--- config.mk ---
export PLATFORM = sky130hd
export DESIGN_NAME = bbx_exec
export DESIGN_NICKNAME = d
export VERILOG_FILES = /design/src/inc/bbx_pkg.sv /design/src/verilog/bbx_exec.sv
export SDC_FILE = /design/constraint.sdc
export NUM_CORES = 1
export LEC_CHECK = 0
export BUFFER_PORTS_ARGS = -buffer_cell sky130_fd_sc_hd__buf_2
export CORE_ASPECT_RATIO = 1.25
export CORE_MARGIN = 2
export CORE_UTILIZATION = 42
export CTS_BUF_LIST = sky130_fd_sc_hd__clkbuf_16
export CTS_CLUSTER_SIZE = 8
export DETAILED_ROUTE_END_ITERATION = 8
export HOLD_SLACK_MARGIN = 0.03
export PLACE_DENSITY = 0.62
export REMOVE_ABC_BUFFERS = 1
export SYNTH_ARGS = -nofsm -noshare
export SYNTH_HDL_FRONTEND = slang
export SYNTH_SLANG_ARGS = --single-unit
export TNS_END_PERCENT = 10
--- constraint.sdc ---
create_clock -name i_clk -period 5.3 [get_ports i_clk]
set_input_delay 0.53 -clock i_clk [delete_from_list [all_inputs] [get_ports i_clk]]
set_output_delay 0.53 -clock i_clk [all_outputs]
set_load 0.005 [all_outputs]
--- src/inc/bbx_pkg.sv ---
// Package of encodings, field positions and reset values for the executor
package bbx_pkg;
   // ------------------------------------------------------------
   // Opcode and field layout (14-bit instruction word)
   // ------------------------------------------------------------
   localparam int BBX_IW = 14;
   localparam int BBX_PCW = 15;
   localparam logic [13:0] BBX_NOP_WORD = 14'h0000;
   localparam logic [13:0] BBX_WDT_WORD = 14'h0064;
   localparam logic [13:0] BBX_JW_WORD = 14'h000b;
   localparam logic [13:0] BBX_CW_WORD = 14'h000a;
   localparam logic [13:0] BBX_ZW_WORD = 14'h0100;
   localparam logic [3:0] BBX_OP_BITCLR = 4'h4;
   localparam logic [3:0] BBX_OP_BITSET = 4'h5;
   localparam logic [3:0] BBX_OP_SKIPLO = 4'h6;
   localparam logic [3:0] BBX_OP_SKIPHI = 4'h7;
   localparam logic [4:0] BBX_OP_RJMP = 5'h19;
   localparam logic [2:0] BBX_OP_CALL = 3'h4;
   localparam logic [6:0] BBX_OP_ZREG = 7'h03;
   localparam logic [5:0] BBX_OP_DEC = 6'h03;
   localparam logic [5:0] BBX_OP_INV = 6'h09;
   localparam int BBX_DEST_BIT = 7;
   localparam logic [7:0] BBX_ZERO_BYTE = 8'h00;
   localparam logic [7:0] BBX_ONES_BYTE = 8'hff;
   localparam logic [7:0] BBX_ONE_BYTE = 8'h01;
   localparam logic [14:0] BBX_PC_ONE = 15'h0001;
   localparam logic [14:0] BBX_PC_RESET = 15'h0000;
endpackage : bbx_pkg

--- src/verilog/bbx_exec.sv ---
// Executor for bit, branch, call, complement, decrement and clear instructions
//
// Implementation choices: the address-and-strobe port and the register addresses.
`timescale 1ns/1ps
`default_nettype none

// Functional notes
// - bit_clear_op clears chosen bit, flags untouched
// - bit_set_op sets chosen bit, flags untouched
// - skip_if_bit_low_op skips next when bit zero
// - skip_if_bit_high_op skips next when bit one
// - relative_jump_op adds signed 9-bit literal to PC+1
// - jump_by_accumulator_op adds unsigned accumulator to PC+1
// - literal call pushes PC+1, latch supplies bits 14:11
// - accumulator call pushes PC+1, latch supplies 14:8
// - watchdog_clear_op zeroes watchdog, prescaler, sets flags
// - invert_op complements to accumulator or register, zero flag
// - zero_register_op writes zero, sets zero flag
// - decrement_op subtracts one, routes result, zero flag
// - zero_accumulator_op clears accumulator, sets zero flag
module bbx_exec
   import bbx_pkg::*;
(
   // Clock and reset
   input wire logic i_clk,
   input wire logic i_nrst,
   // Instruction stream from fetch
   input wire logic i_valid,
   input wire logic [13:0] i_instr,
   // File register read port, same cycle
   input wire logic [7:0] i_file_rdata,
   // Core state held outside this block
   input wire logic [7:0] i_acc,
   input wire logic [6:0] i_pc_upper_latch,
   // File register write port
   output logic o_file_we,
   output logic [6:0] o_file_addr,
   output logic [7:0] o_file_wdata,
   // Accumulator write port
   output logic o_acc_we,
   output logic [7:0] o_acc_wdata,
   // Zero flag update
   output logic o_zero_we,
   output logic o_result_null_flag,
   // Program counter and return stack
   output logic [14:0] o_pc,
   output logic o_push,
   output logic [14:0] o_stack_top,
   output logic o_flush,
   // Watchdog clear and power flags
   output logic o_wdt_clear,
   output logic o_timeout_flag_n,
   output logic o_sleep_flag_n
);

   // ------------------------------------------------------------
   // State
   // ------------------------------------------------------------
   typedef enum {BBX_RUN, BBX_KILL} bbx_phase_type;

   typedef struct packed {
      bbx_phase_type phase;
      logic [14:0] pc;
      logic file_we;
      logic [6:0] file_addr;
      logic [7:0] file_wdata;
      logic acc_we;
      logic [7:0] acc_wdata;
      logic zero_we;
      logic zflag;
      logic push;
      logic [14:0] stack_top;
      logic flush;
      logic wdt_clear;
      logic to_n;
      logic pd_n;
   } bbx_state_type;

   bbx_state_type st_r;
   bbx_state_type st_nxt;

   // ------------------------------------------------------------
   // Decode
   // ------------------------------------------------------------
   logic [14:0] pc_inc;
   logic [6:0] f_addr;
   logic [2:0] b_sel;
   logic tbit;
   logic [7:0] b_mask;
   logic [7:0] res;

   assign pc_inc = st_r.pc + BBX_PC_ONE;
   assign f_addr = i_instr[6:0];
   assign b_sel = i_instr[9:7];
   assign tbit = i_file_rdata[b_sel];
   // One-hot mask of the selected bit, shared by set and clear
   assign b_mask = BBX_ONE_BYTE << b_sel;

   // Next-state logic, one instruction per cycle
   always_comb begin
      st_nxt = st_r;
      res = BBX_ZERO_BYTE;
      st_nxt.file_we = 1'b0;
      st_nxt.acc_we = 1'b0;
      st_nxt.zero_we = 1'b0;
      st_nxt.push = 1'b0;
      st_nxt.flush = 1'b0;
      st_nxt.wdt_clear = 1'b0;
      st_nxt.file_addr = f_addr;
      case (st_r.phase)
         BBX_KILL: begin
            // Discarded slot: no writes, only the counter moves
            if (i_valid) begin
               st_nxt.pc = pc_inc;
               st_nxt.phase = BBX_RUN;
            end
         end
         BBX_RUN: begin
            if (i_valid) begin
               st_nxt.pc = pc_inc;
               if (i_instr[13:10] == BBX_OP_BITCLR) begin
                  st_nxt.file_wdata = i_file_rdata & ~b_mask;
                  st_nxt.file_we = 1'b1;
               end else if (i_instr[13:10] == BBX_OP_BITSET) begin
                  st_nxt.file_wdata = i_file_rdata | b_mask;
                  st_nxt.file_we = 1'b1;
               end else if (i_instr[13:10] == BBX_OP_SKIPLO) begin
                  if (!tbit) begin
                     st_nxt.phase = BBX_KILL;
                     st_nxt.flush = 1'b1;
                  end
               end else if (i_instr[13:10] == BBX_OP_SKIPHI) begin
                  if (tbit) begin
                     st_nxt.phase = BBX_KILL;
                     st_nxt.flush = 1'b1;
                  end
               end else if (i_instr[13:9] == BBX_OP_RJMP) begin
                  // Sign extension of the 9-bit literal
                  st_nxt.pc = pc_inc + {{6{i_instr[8]}}, i_instr[8:0]};
                  st_nxt.phase = BBX_KILL;
                  st_nxt.flush = 1'b1;
               end else if (i_instr == BBX_JW_WORD) begin
                  st_nxt.pc = pc_inc + {7'h00, i_acc};
                  st_nxt.phase = BBX_KILL;
                  st_nxt.flush = 1'b1;
               end else if (i_instr[13:11] == BBX_OP_CALL) begin
                  st_nxt.stack_top = pc_inc;
                  st_nxt.push = 1'b1;
                  st_nxt.pc = {i_pc_upper_latch[6:3], i_instr[10:0]};
                  st_nxt.phase = BBX_KILL;
                  st_nxt.flush = 1'b1;
               end else if (i_instr == BBX_CW_WORD) begin
                  st_nxt.stack_top = pc_inc;
                  st_nxt.push = 1'b1;
                  st_nxt.pc = {i_pc_upper_latch, i_acc};
                  st_nxt.phase = BBX_KILL;
                  st_nxt.flush = 1'b1;
               end else if (i_instr == BBX_WDT_WORD) begin
                  st_nxt.wdt_clear = 1'b1;
                  st_nxt.to_n = 1'b1;
                  st_nxt.pd_n = 1'b1;
               end else if (i_instr == BBX_ZW_WORD) begin
                  st_nxt.acc_wdata = BBX_ZERO_BYTE;
                  st_nxt.acc_we = 1'b1;
                  st_nxt.zero_we = 1'b1;
                  st_nxt.zflag = 1'b1;
               end else if (i_instr[13:7] == BBX_OP_ZREG) begin
                  st_nxt.file_wdata = BBX_ZERO_BYTE;
                  st_nxt.file_we = 1'b1;
                  st_nxt.zero_we = 1'b1;
                  st_nxt.zflag = 1'b1;
               end else if (i_instr[13:8] == BBX_OP_INV || i_instr[13:8] == BBX_OP_DEC) begin
                  // Shared routing by the destination bit
                  if (i_instr[13:8] == BBX_OP_INV) begin
                     res = i_file_rdata ^ BBX_ONES_BYTE;
                  end else begin
                     res = i_file_rdata - BBX_ONE_BYTE;
                  end
                  st_nxt.zero_we = 1'b1;
                  st_nxt.zflag = (res == BBX_ZERO_BYTE);
                  if (i_instr[BBX_DEST_BIT]) begin
                     st_nxt.file_wdata = res;
                     st_nxt.file_we = 1'b1;
                  end else begin
                     st_nxt.acc_wdata = res;
                     st_nxt.acc_we = 1'b1;
                  end
               end
            end
         end
         default: begin
            st_nxt.phase = BBX_RUN;
         end
      endcase
   end

   // State register
   always_ff @(posedge i_clk or negedge i_nrst) begin
      if (!i_nrst) begin
         st_r <= '0;
         st_r.phase <= BBX_RUN;
         st_r.pc <= BBX_PC_RESET;
         st_r.to_n <= 1'b1;
         st_r.pd_n <= 1'b1;
      end else begin
         st_r <= st_nxt;
      end
   end

   // Outputs straight from the state register
   assign o_file_we = st_r.file_we;
   assign o_file_addr = st_r.file_addr;
   assign o_file_wdata = st_r.file_wdata;
   assign o_acc_we = st_r.acc_we;
   assign o_acc_wdata = st_r.acc_wdata;
   assign o_zero_we = st_r.zero_we;
   assign o_result_null_flag = st_r.zflag;
   assign o_pc = st_r.pc;
   assign o_push = st_r.push;
   assign o_stack_top = st_r.stack_top;
   assign o_flush = st_r.flush;
   assign o_wdt_clear = st_r.wdt_clear;
   assign o_timeout_flag_n = st_r.to_n;
   assign o_sleep_flag_n = st_r.pd_n;
endmodule : bbx_exec

`default_nettype wire

==> impl_results.html <==
<table>
<tr><th>Metric</th><th>Value</th></tr>
<tr><th colspan="2">Status</th></tr>
<tr><td>Outcome</td><td>finished, final reports clean</td></tr>
<tr><th colspan="2">Timing</th></tr>
<tr><td>Fmax</td><td>approximately 0.29 GHz</td></tr>
<tr><td>Worst-case headroom to the max-slew limit</td><td>0.438</td></tr>
<tr><td>Layout Skew</td><td>13.0 ps</td></tr>
<tr><td>Max-slew violation total from the final report</td><td>0</td></tr>
<tr><td>RSZ-0062 raised after global routing</td><td>false</td></tr>
<tr><td>Count of final hold-check violations</td><td>0</td></tr>
<tr><td>Slew at the pin closest to its max-slew limit</td><td>840 ps</td></tr>
<tr><td>TNS Setup</td><td>0 ps</td></tr>
<tr><td>Clock period minus worst slack</td><td>3480 ps</td></tr>
<tr><td>Setup-violating endpoint count in the final report</td><td>0</td></tr>
<tr><td>Portion of the clock cycle consumed by the worst path in the final layout</td><td>0.657</td></tr>
<tr><th colspan="2">Pwr</th></tr>
<tr><td>Net load switching power</td><td>slightly above 1 mW</td></tr>
<tr><td>Switching power as a share of total power</td><td>0.418</td></tr>
<tr><td>Portion of total power attributed to combinational logic</td><td>0.478</td></tr>
<tr><td>Worst vdd ir</td><td>0.202 mV</td></tr>
<tr><td>Fraction of power consumed by sequential logic</td><td>0.281</td></tr>
<tr><td>Power density over cell area</td><td>416 nW/um^2</td></tr>
<tr><td>Leakage power summed over all cells</td><td>roughly 2.6 nW</td></tr>
<tr><td>Fraction of power consumed by the clock network</td><td>0.241</td></tr>
<tr><td>Int Pwr</td><td>approximately 1.4 mW</td></tr>
<tr><th colspan="2">Logic synthesis</th></tr>
<tr><td>Combinational family with the most area after synthesis</td><td>simple AND/OR/NAND/NOR gates</td></tr>
<tr><td>Adder-cell area share of the yosys netlist</td><td>0.0725</td></tr>
<tr><td>Post-synth design cell area</td><td>5380 um^2</td></tr>
<tr><td>Mux cell area share after synthesis</td><td>0.0511</td></tr>
<tr><td>Leading cell types by total area after synthesis</td><td>sky130_fd_sc_hd__dfrtp_1 (28%), sky130_fd_sc_hd__buf_4 (7.9%), sky130_fd_sc_hd__ha_1 (6.5%)</td></tr>
<tr><td>Netlist cell types</td><td>73</td></tr>
<tr><td>Sequential share of the synthesized area</td><td>0.284</td></tr>
<tr><td>EDFF count, synth</td><td>0</td></tr>
<tr><td>Parity-gate share of the synthesized area counting xor and xnor cells</td><td>0.0704</td></tr>
<tr><td>Post-Synthesis Mean Instance Area</td><td>8.42 um^2</td></tr>
<tr><td>Share of the synthesized area in the top cell type</td><td>0.284</td></tr>
<tr><td>Post-Synthesis Cells</td><td>639</td></tr>
<tr><td>FF+latch count, synth</td><td>61</td></tr>
<tr><td>Post-synthesis async set-or-reset flop share</td><td>1.00</td></tr>
<tr><td>Largest area contributor in the synthesized netlist</td><td>sky130_fd_sc_hd__dfrtp_1</td></tr>
<tr><td>Compound-Gate Fraction of Synth Area</td><td>0.202</td></tr>
<tr><td>Main flop type after synthesis</td><td>sky130_fd_sc_hd__dfrtp_1</td></tr>
<tr><td>Yosys warns</td><td>0</td></tr>
<tr><td>Area share of and/or/nand/nor cells after synthesis</td><td>0.207</td></tr>
<tr><th colspan="2">Detailed routing</th></tr>
<tr><td>Remaining antenna violation count after routing</td><td>0</td></tr>
<tr><td>Via count</td><td>4947</td></tr>
<tr><td>DRC Markers</td><td>0</td></tr>
<tr><td>Mean routed wirelength per cell</td><td>19.7 um</td></tr>
<tr><td>Length of the first detailed-routing pass in iterations</td><td>5</td></tr>
<tr><td>DRT iter0 DRCs</td><td>360</td></tr>
<tr><td>Aggregate routed wire length</td><td>approximately 17 mm</td></tr>
<tr><td>Drt via density</td><td>5.88</td></tr>
<tr><th colspan="2">Worst setup path</th></tr>
<tr><td>Critical path arrival</td><td>3730 ps</td></tr>
<tr><td>Crit start category</td><td>register</td></tr>
<tr><td>Req. time, crit path</td><td>5550 ps</td></tr>
<tr><td>Critical Path Fanout Max</td><td>10</td></tr>
<tr><td>Setup slack on the worst flop-to-flop path</td><td>1820 ps</td></tr>
<tr><td>Depth of the most critical reg-to-reg path</td><td>10</td></tr>
<tr><td>Worst setup path category</td><td>reg -&gt; reg</td></tr>
<tr><td>Critical path endpoint category</td><td>register</td></tr>
<tr><th colspan="2">CTS</th></tr>
<tr><td>Number of H-tree levels</td><td>3</td></tr>
<tr><td>Post-CTS setup buffers</td><td>0</td></tr>
<tr><td>Number of resized instances in the post-cts repair step</td><td>0</td></tr>
<tr><td>Clk sink count</td><td>61</td></tr>
<tr><td>Buffer type at the clock tree root</td><td>sky130_fd_sc_hd__clkbuf_16</td></tr>
<tr><td>CTS Hold Buffers Added</td><td>0</td></tr>
<tr><td>Worst-path clk slew</td><td>around 60 ps</td></tr>
<tr><td>Inserted Clock Buffers</td><td>9</td></tr>
<tr><td>TritonCTS clock tree</td><td>done</td></tr>
<tr><td>Clock network latency to the later pin of the worst-skew pair</td><td>around 340 ps</td></tr>
<tr><td>Number of buffers on the longest clock path</td><td>2</td></tr>
<tr><th colspan="2">Cells and area</th></tr>
<tr><td>Number of inserted diodes</td><td>0</td></tr>
<tr><td>Sequential cell area</td><td>~1500 um^2</td></tr>
<tr><td>Layout net count</td><td>740</td></tr>
<tr><td>Area of the multi-input gates</td><td>3260 um^2</td></tr>
<tr><td>Area of all placed cells without fillers</td><td>a little under 6000 um^2</td></tr>
<tr><td>Filler Cell Count</td><td>roughly 1200</td></tr>
<tr><td>Layout cells sized above 1</td><td>0.227</td></tr>
<tr><td>Area added between synthesis and finish</td><td>9.07%</td></tr>
<tr><th colspan="2">Global routing</th></tr>
<tr><td>Wire length of the first global-routing pass</td><td>around 26 mm</td></tr>
<tr><td>Pin count of the biggest net entering global routing</td><td>62</td></tr>
<tr><td>Overall routing resource usage</td><td>0.243</td></tr>
<tr><td>Via count of the first global-routing pass</td><td>4963</td></tr>
<tr><td>Initial antenna violation count</td><td>0</td></tr>
<tr><td>Congestion Overflow GR</td><td>0</td></tr>
<tr><th colspan="2">Floorplanning</th></tr>
<tr><td>Die footprint</td><td>13700 um^2</td></tr>
<tr><td>Die span in y</td><td>131 um</td></tr>
<tr><td>Starting density of the core</td><td>0.427</td></tr>
<tr><td>Core region area</td><td>12600 um^2</td></tr>
<tr><td>Floorplan row count</td><td>46</td></tr>
<tr><td>Die width</td><td>roughly 110 um</td></tr>
<tr><td>Top-level port count</td><td>102</td></tr>
<tr><th colspan="2">Place</th></tr>
<tr><td>DPL Wire Length</td><td>around 13 mm</td></tr>
<tr><td>I/O Buffers</td><td>99</td></tr>
<tr><td>Post-Place Cell Area</td><td>~5600 um^2</td></tr>
<tr><td>Routability congestion estimate</td><td>0.992</td></tr>
<tr><th colspan="2">Min path</th></tr>
<tr><td>Tightest Hold Check Type</td><td>in -&gt; async</td></tr>
<tr><th colspan="2">Run</th></tr>
<tr><td>Max-capacitance violation count</td><td>0</td></tr>
</table>
## layer usage
metal,part of all wire,global-route usage,up-vias
met5,0,0,-
met4,0.052,0.141,0
met3,0.056,0.0441,64
met2,0.51,0.447,192
met1,0.38,0.262,2349
li1,-,-,2342
## critical path, cell delays in order, from the launching register on
cell                       delay (ps)
sky130_fd_sc_hd__dfrtp_1          520
sky130_fd_sc_hd__and3_1           300
sky130_fd_sc_hd__nand3_1          110
sky130_fd_sc_hd__xnor2_1          490
sky130_fd_sc_hd__ha_1             400
sky130_fd_sc_hd__o2111a_1         200
sky130_fd_sc_hd__o31ai_2          520
sky130_fd_sc_hd__nor3_1           120
sky130_fd_sc_hd__and4_1           210
sky130_fd_sc_hd__or4_1            390
sky130_fd_sc_hd__a21oi_1          140
## path summary, 6_finish.rpt
kind                                  end           start
setup / recovery                 o_pc[12]         o_pc[2]
hold / removal                   o_pc[13]          i_nrst
setup reg to reg                 o_pc[12]         o_pc[2]
hold reg to reg            o_acc_wdata[4]  o_acc_wdata[4]
max in group asynchronous        o_acc_we          i_nrst
min in group i_clk         o_file_addr[3]      i_instr[3]
## synthesized netlist by cell type (16+ instances only)
cell type	instances
sky130_fd_sc_hd__a21oi_1	55
sky130_fd_sc_hd__buf_4	57
sky130_fd_sc_hd__clkbuf_1	22
sky130_fd_sc_hd__dfrtp_1	61
sky130_fd_sc_hd__ha_1	28
sky130_fd_sc_hd__inv_1	17
sky130_fd_sc_hd__mux2_2	16
sky130_fd_sc_hd__nand2_1	44
sky130_fd_sc_hd__nand3_1	17
sky130_fd_sc_hd__nor2_1	63
sky130_fd_sc_hd__nor3_1	29
sky130_fd_sc_hd__o21ai_0	27
sky130_fd_sc_hd__xnor2_1	24
## power by group through the flow
stage               clock, mW  sequential, mW  combinational [mW]
floorplan                   0           0.687               0.759
global placement            0           0.694                1.14
detailed placement          0           0.695                1.16
CTS                     0.600           0.688                1.16
global route            0.619           0.704                1.28
finish                  0.588           0.688                1.17
## area by class of cell
cell class,count,share of cell area
multi-input cells,477,0.555
flip-flops and latches,61,0.260
repair buffers,104,0.0908
clock buffers,9,0.0384
well taps,168,0.0358
inverters,17,0.0109
clock inverters,6,0.00959
## cell usage in the layout (no fill, tap or decap), types with 3 or more instances in the layout
cell type,n
sky130_fd_sc_hd__o21bai_1,3
sky130_fd_sc_hd__xor2_1,13
sky130_fd_sc_hd__mux2i_1,5
sky130_fd_sc_hd__nor3_1,29
sky130_fd_sc_hd__inv_1,19
sky130_fd_sc_hd__a31oi_1,8
sky130_fd_sc_hd__o22ai_1,5
sky130_fd_sc_hd__a21o_1,8
sky130_fd_sc_hd__buf_4,5
sky130_fd_sc_hd__clkbuf_16,9
sky130_fd_sc_hd__nand2b_1,6
sky130_fd_sc_hd__nor4_1,3
sky130_fd_sc_hd__dfrtp_1,61
sky130_fd_sc_hd__nor3b_1,4
sky130_fd_sc_hd__xnor2_1,24
sky130_fd_sc_hd__o221ai_1,5
sky130_fd_sc_hd__nand4_1,6
sky130_fd_sc_hd__a211oi_1,8
sky130_fd_sc_hd__nand3_1,17
sky130_fd_sc_hd__or4_1,4
sky130_fd_sc_hd__nand2_1,44
sky130_fd_sc_hd__o21ai_0,27
sky130_fd_sc_hd__and3_1,4
sky130_fd_sc_hd__a22o_1,3
sky130_fd_sc_hd__o21a_1,4
sky130_fd_sc_hd__o31ai_1,5
sky130_fd_sc_hd__or3_1,4
sky130_fd_sc_hd__ha_1,28
sky130_fd_sc_hd__a221oi_1,4
sky130_fd_sc_hd__nor2b_1,6
sky130_fd_sc_hd__mux2_2,16
sky130_fd_sc_hd__buf_2,99
sky130_fd_sc_hd__nor2_1,63
sky130_fd_sc_hd__a22oi_1,4
sky130_fd_sc_hd__o211ai_1,9
sky130_fd_sc_hd__a21oi_1,55
sky130_fd_sc_hd__and2_1,3
sky130_fd_sc_hd__and4_1,4
## cell families (layout without fill, tap and decap cells)
| logic type | Yosys count | in the layout |
|---|---|---|
| XOR/XNOR | 40 | 40 |
| AO/OA/AOI/OAI | 168 | 168 |
| multiplexers | 23 | 23 |
| AND/OR/NAND/NOR | 214 | 214 |
| other | 1 | 2 |
| flip-flops | 61 | 61 |
| buffers and inverters | 102 | 136 |
| adder cells (fa/ha/maj) | 30 | 30 |
## flip-flops by register name, indices dropped and copies added (netlist names)
name / flops
o_wdt_clear: 1
o_acc_we: 1
o_pc: 15
o_push: 1
o_result_null_flag: 1
o_acc_wdata: 8
st_r: 1
o_flush: 1
o_file_we: 1
o_file_addr: 7
o_stack_top: 15
o_file_wdata: 8
o_zero_we: 1
## metrics by stage
step	utilization	cells	setup slack, ps	total power, mW	hold slack [ps]
floorplan	-	555	2190	1.45	234
global placement	0.443	827	1900	1.83	462
detailed placement	0.443	827	1850	1.85	467
CTS	0.466	842	1850	2.45	374
global route	0.466	842	1600	2.60	377
finish	0.466	842	1820	2.44	333
No activity file was read; power rests on OpenSTA's default activity.
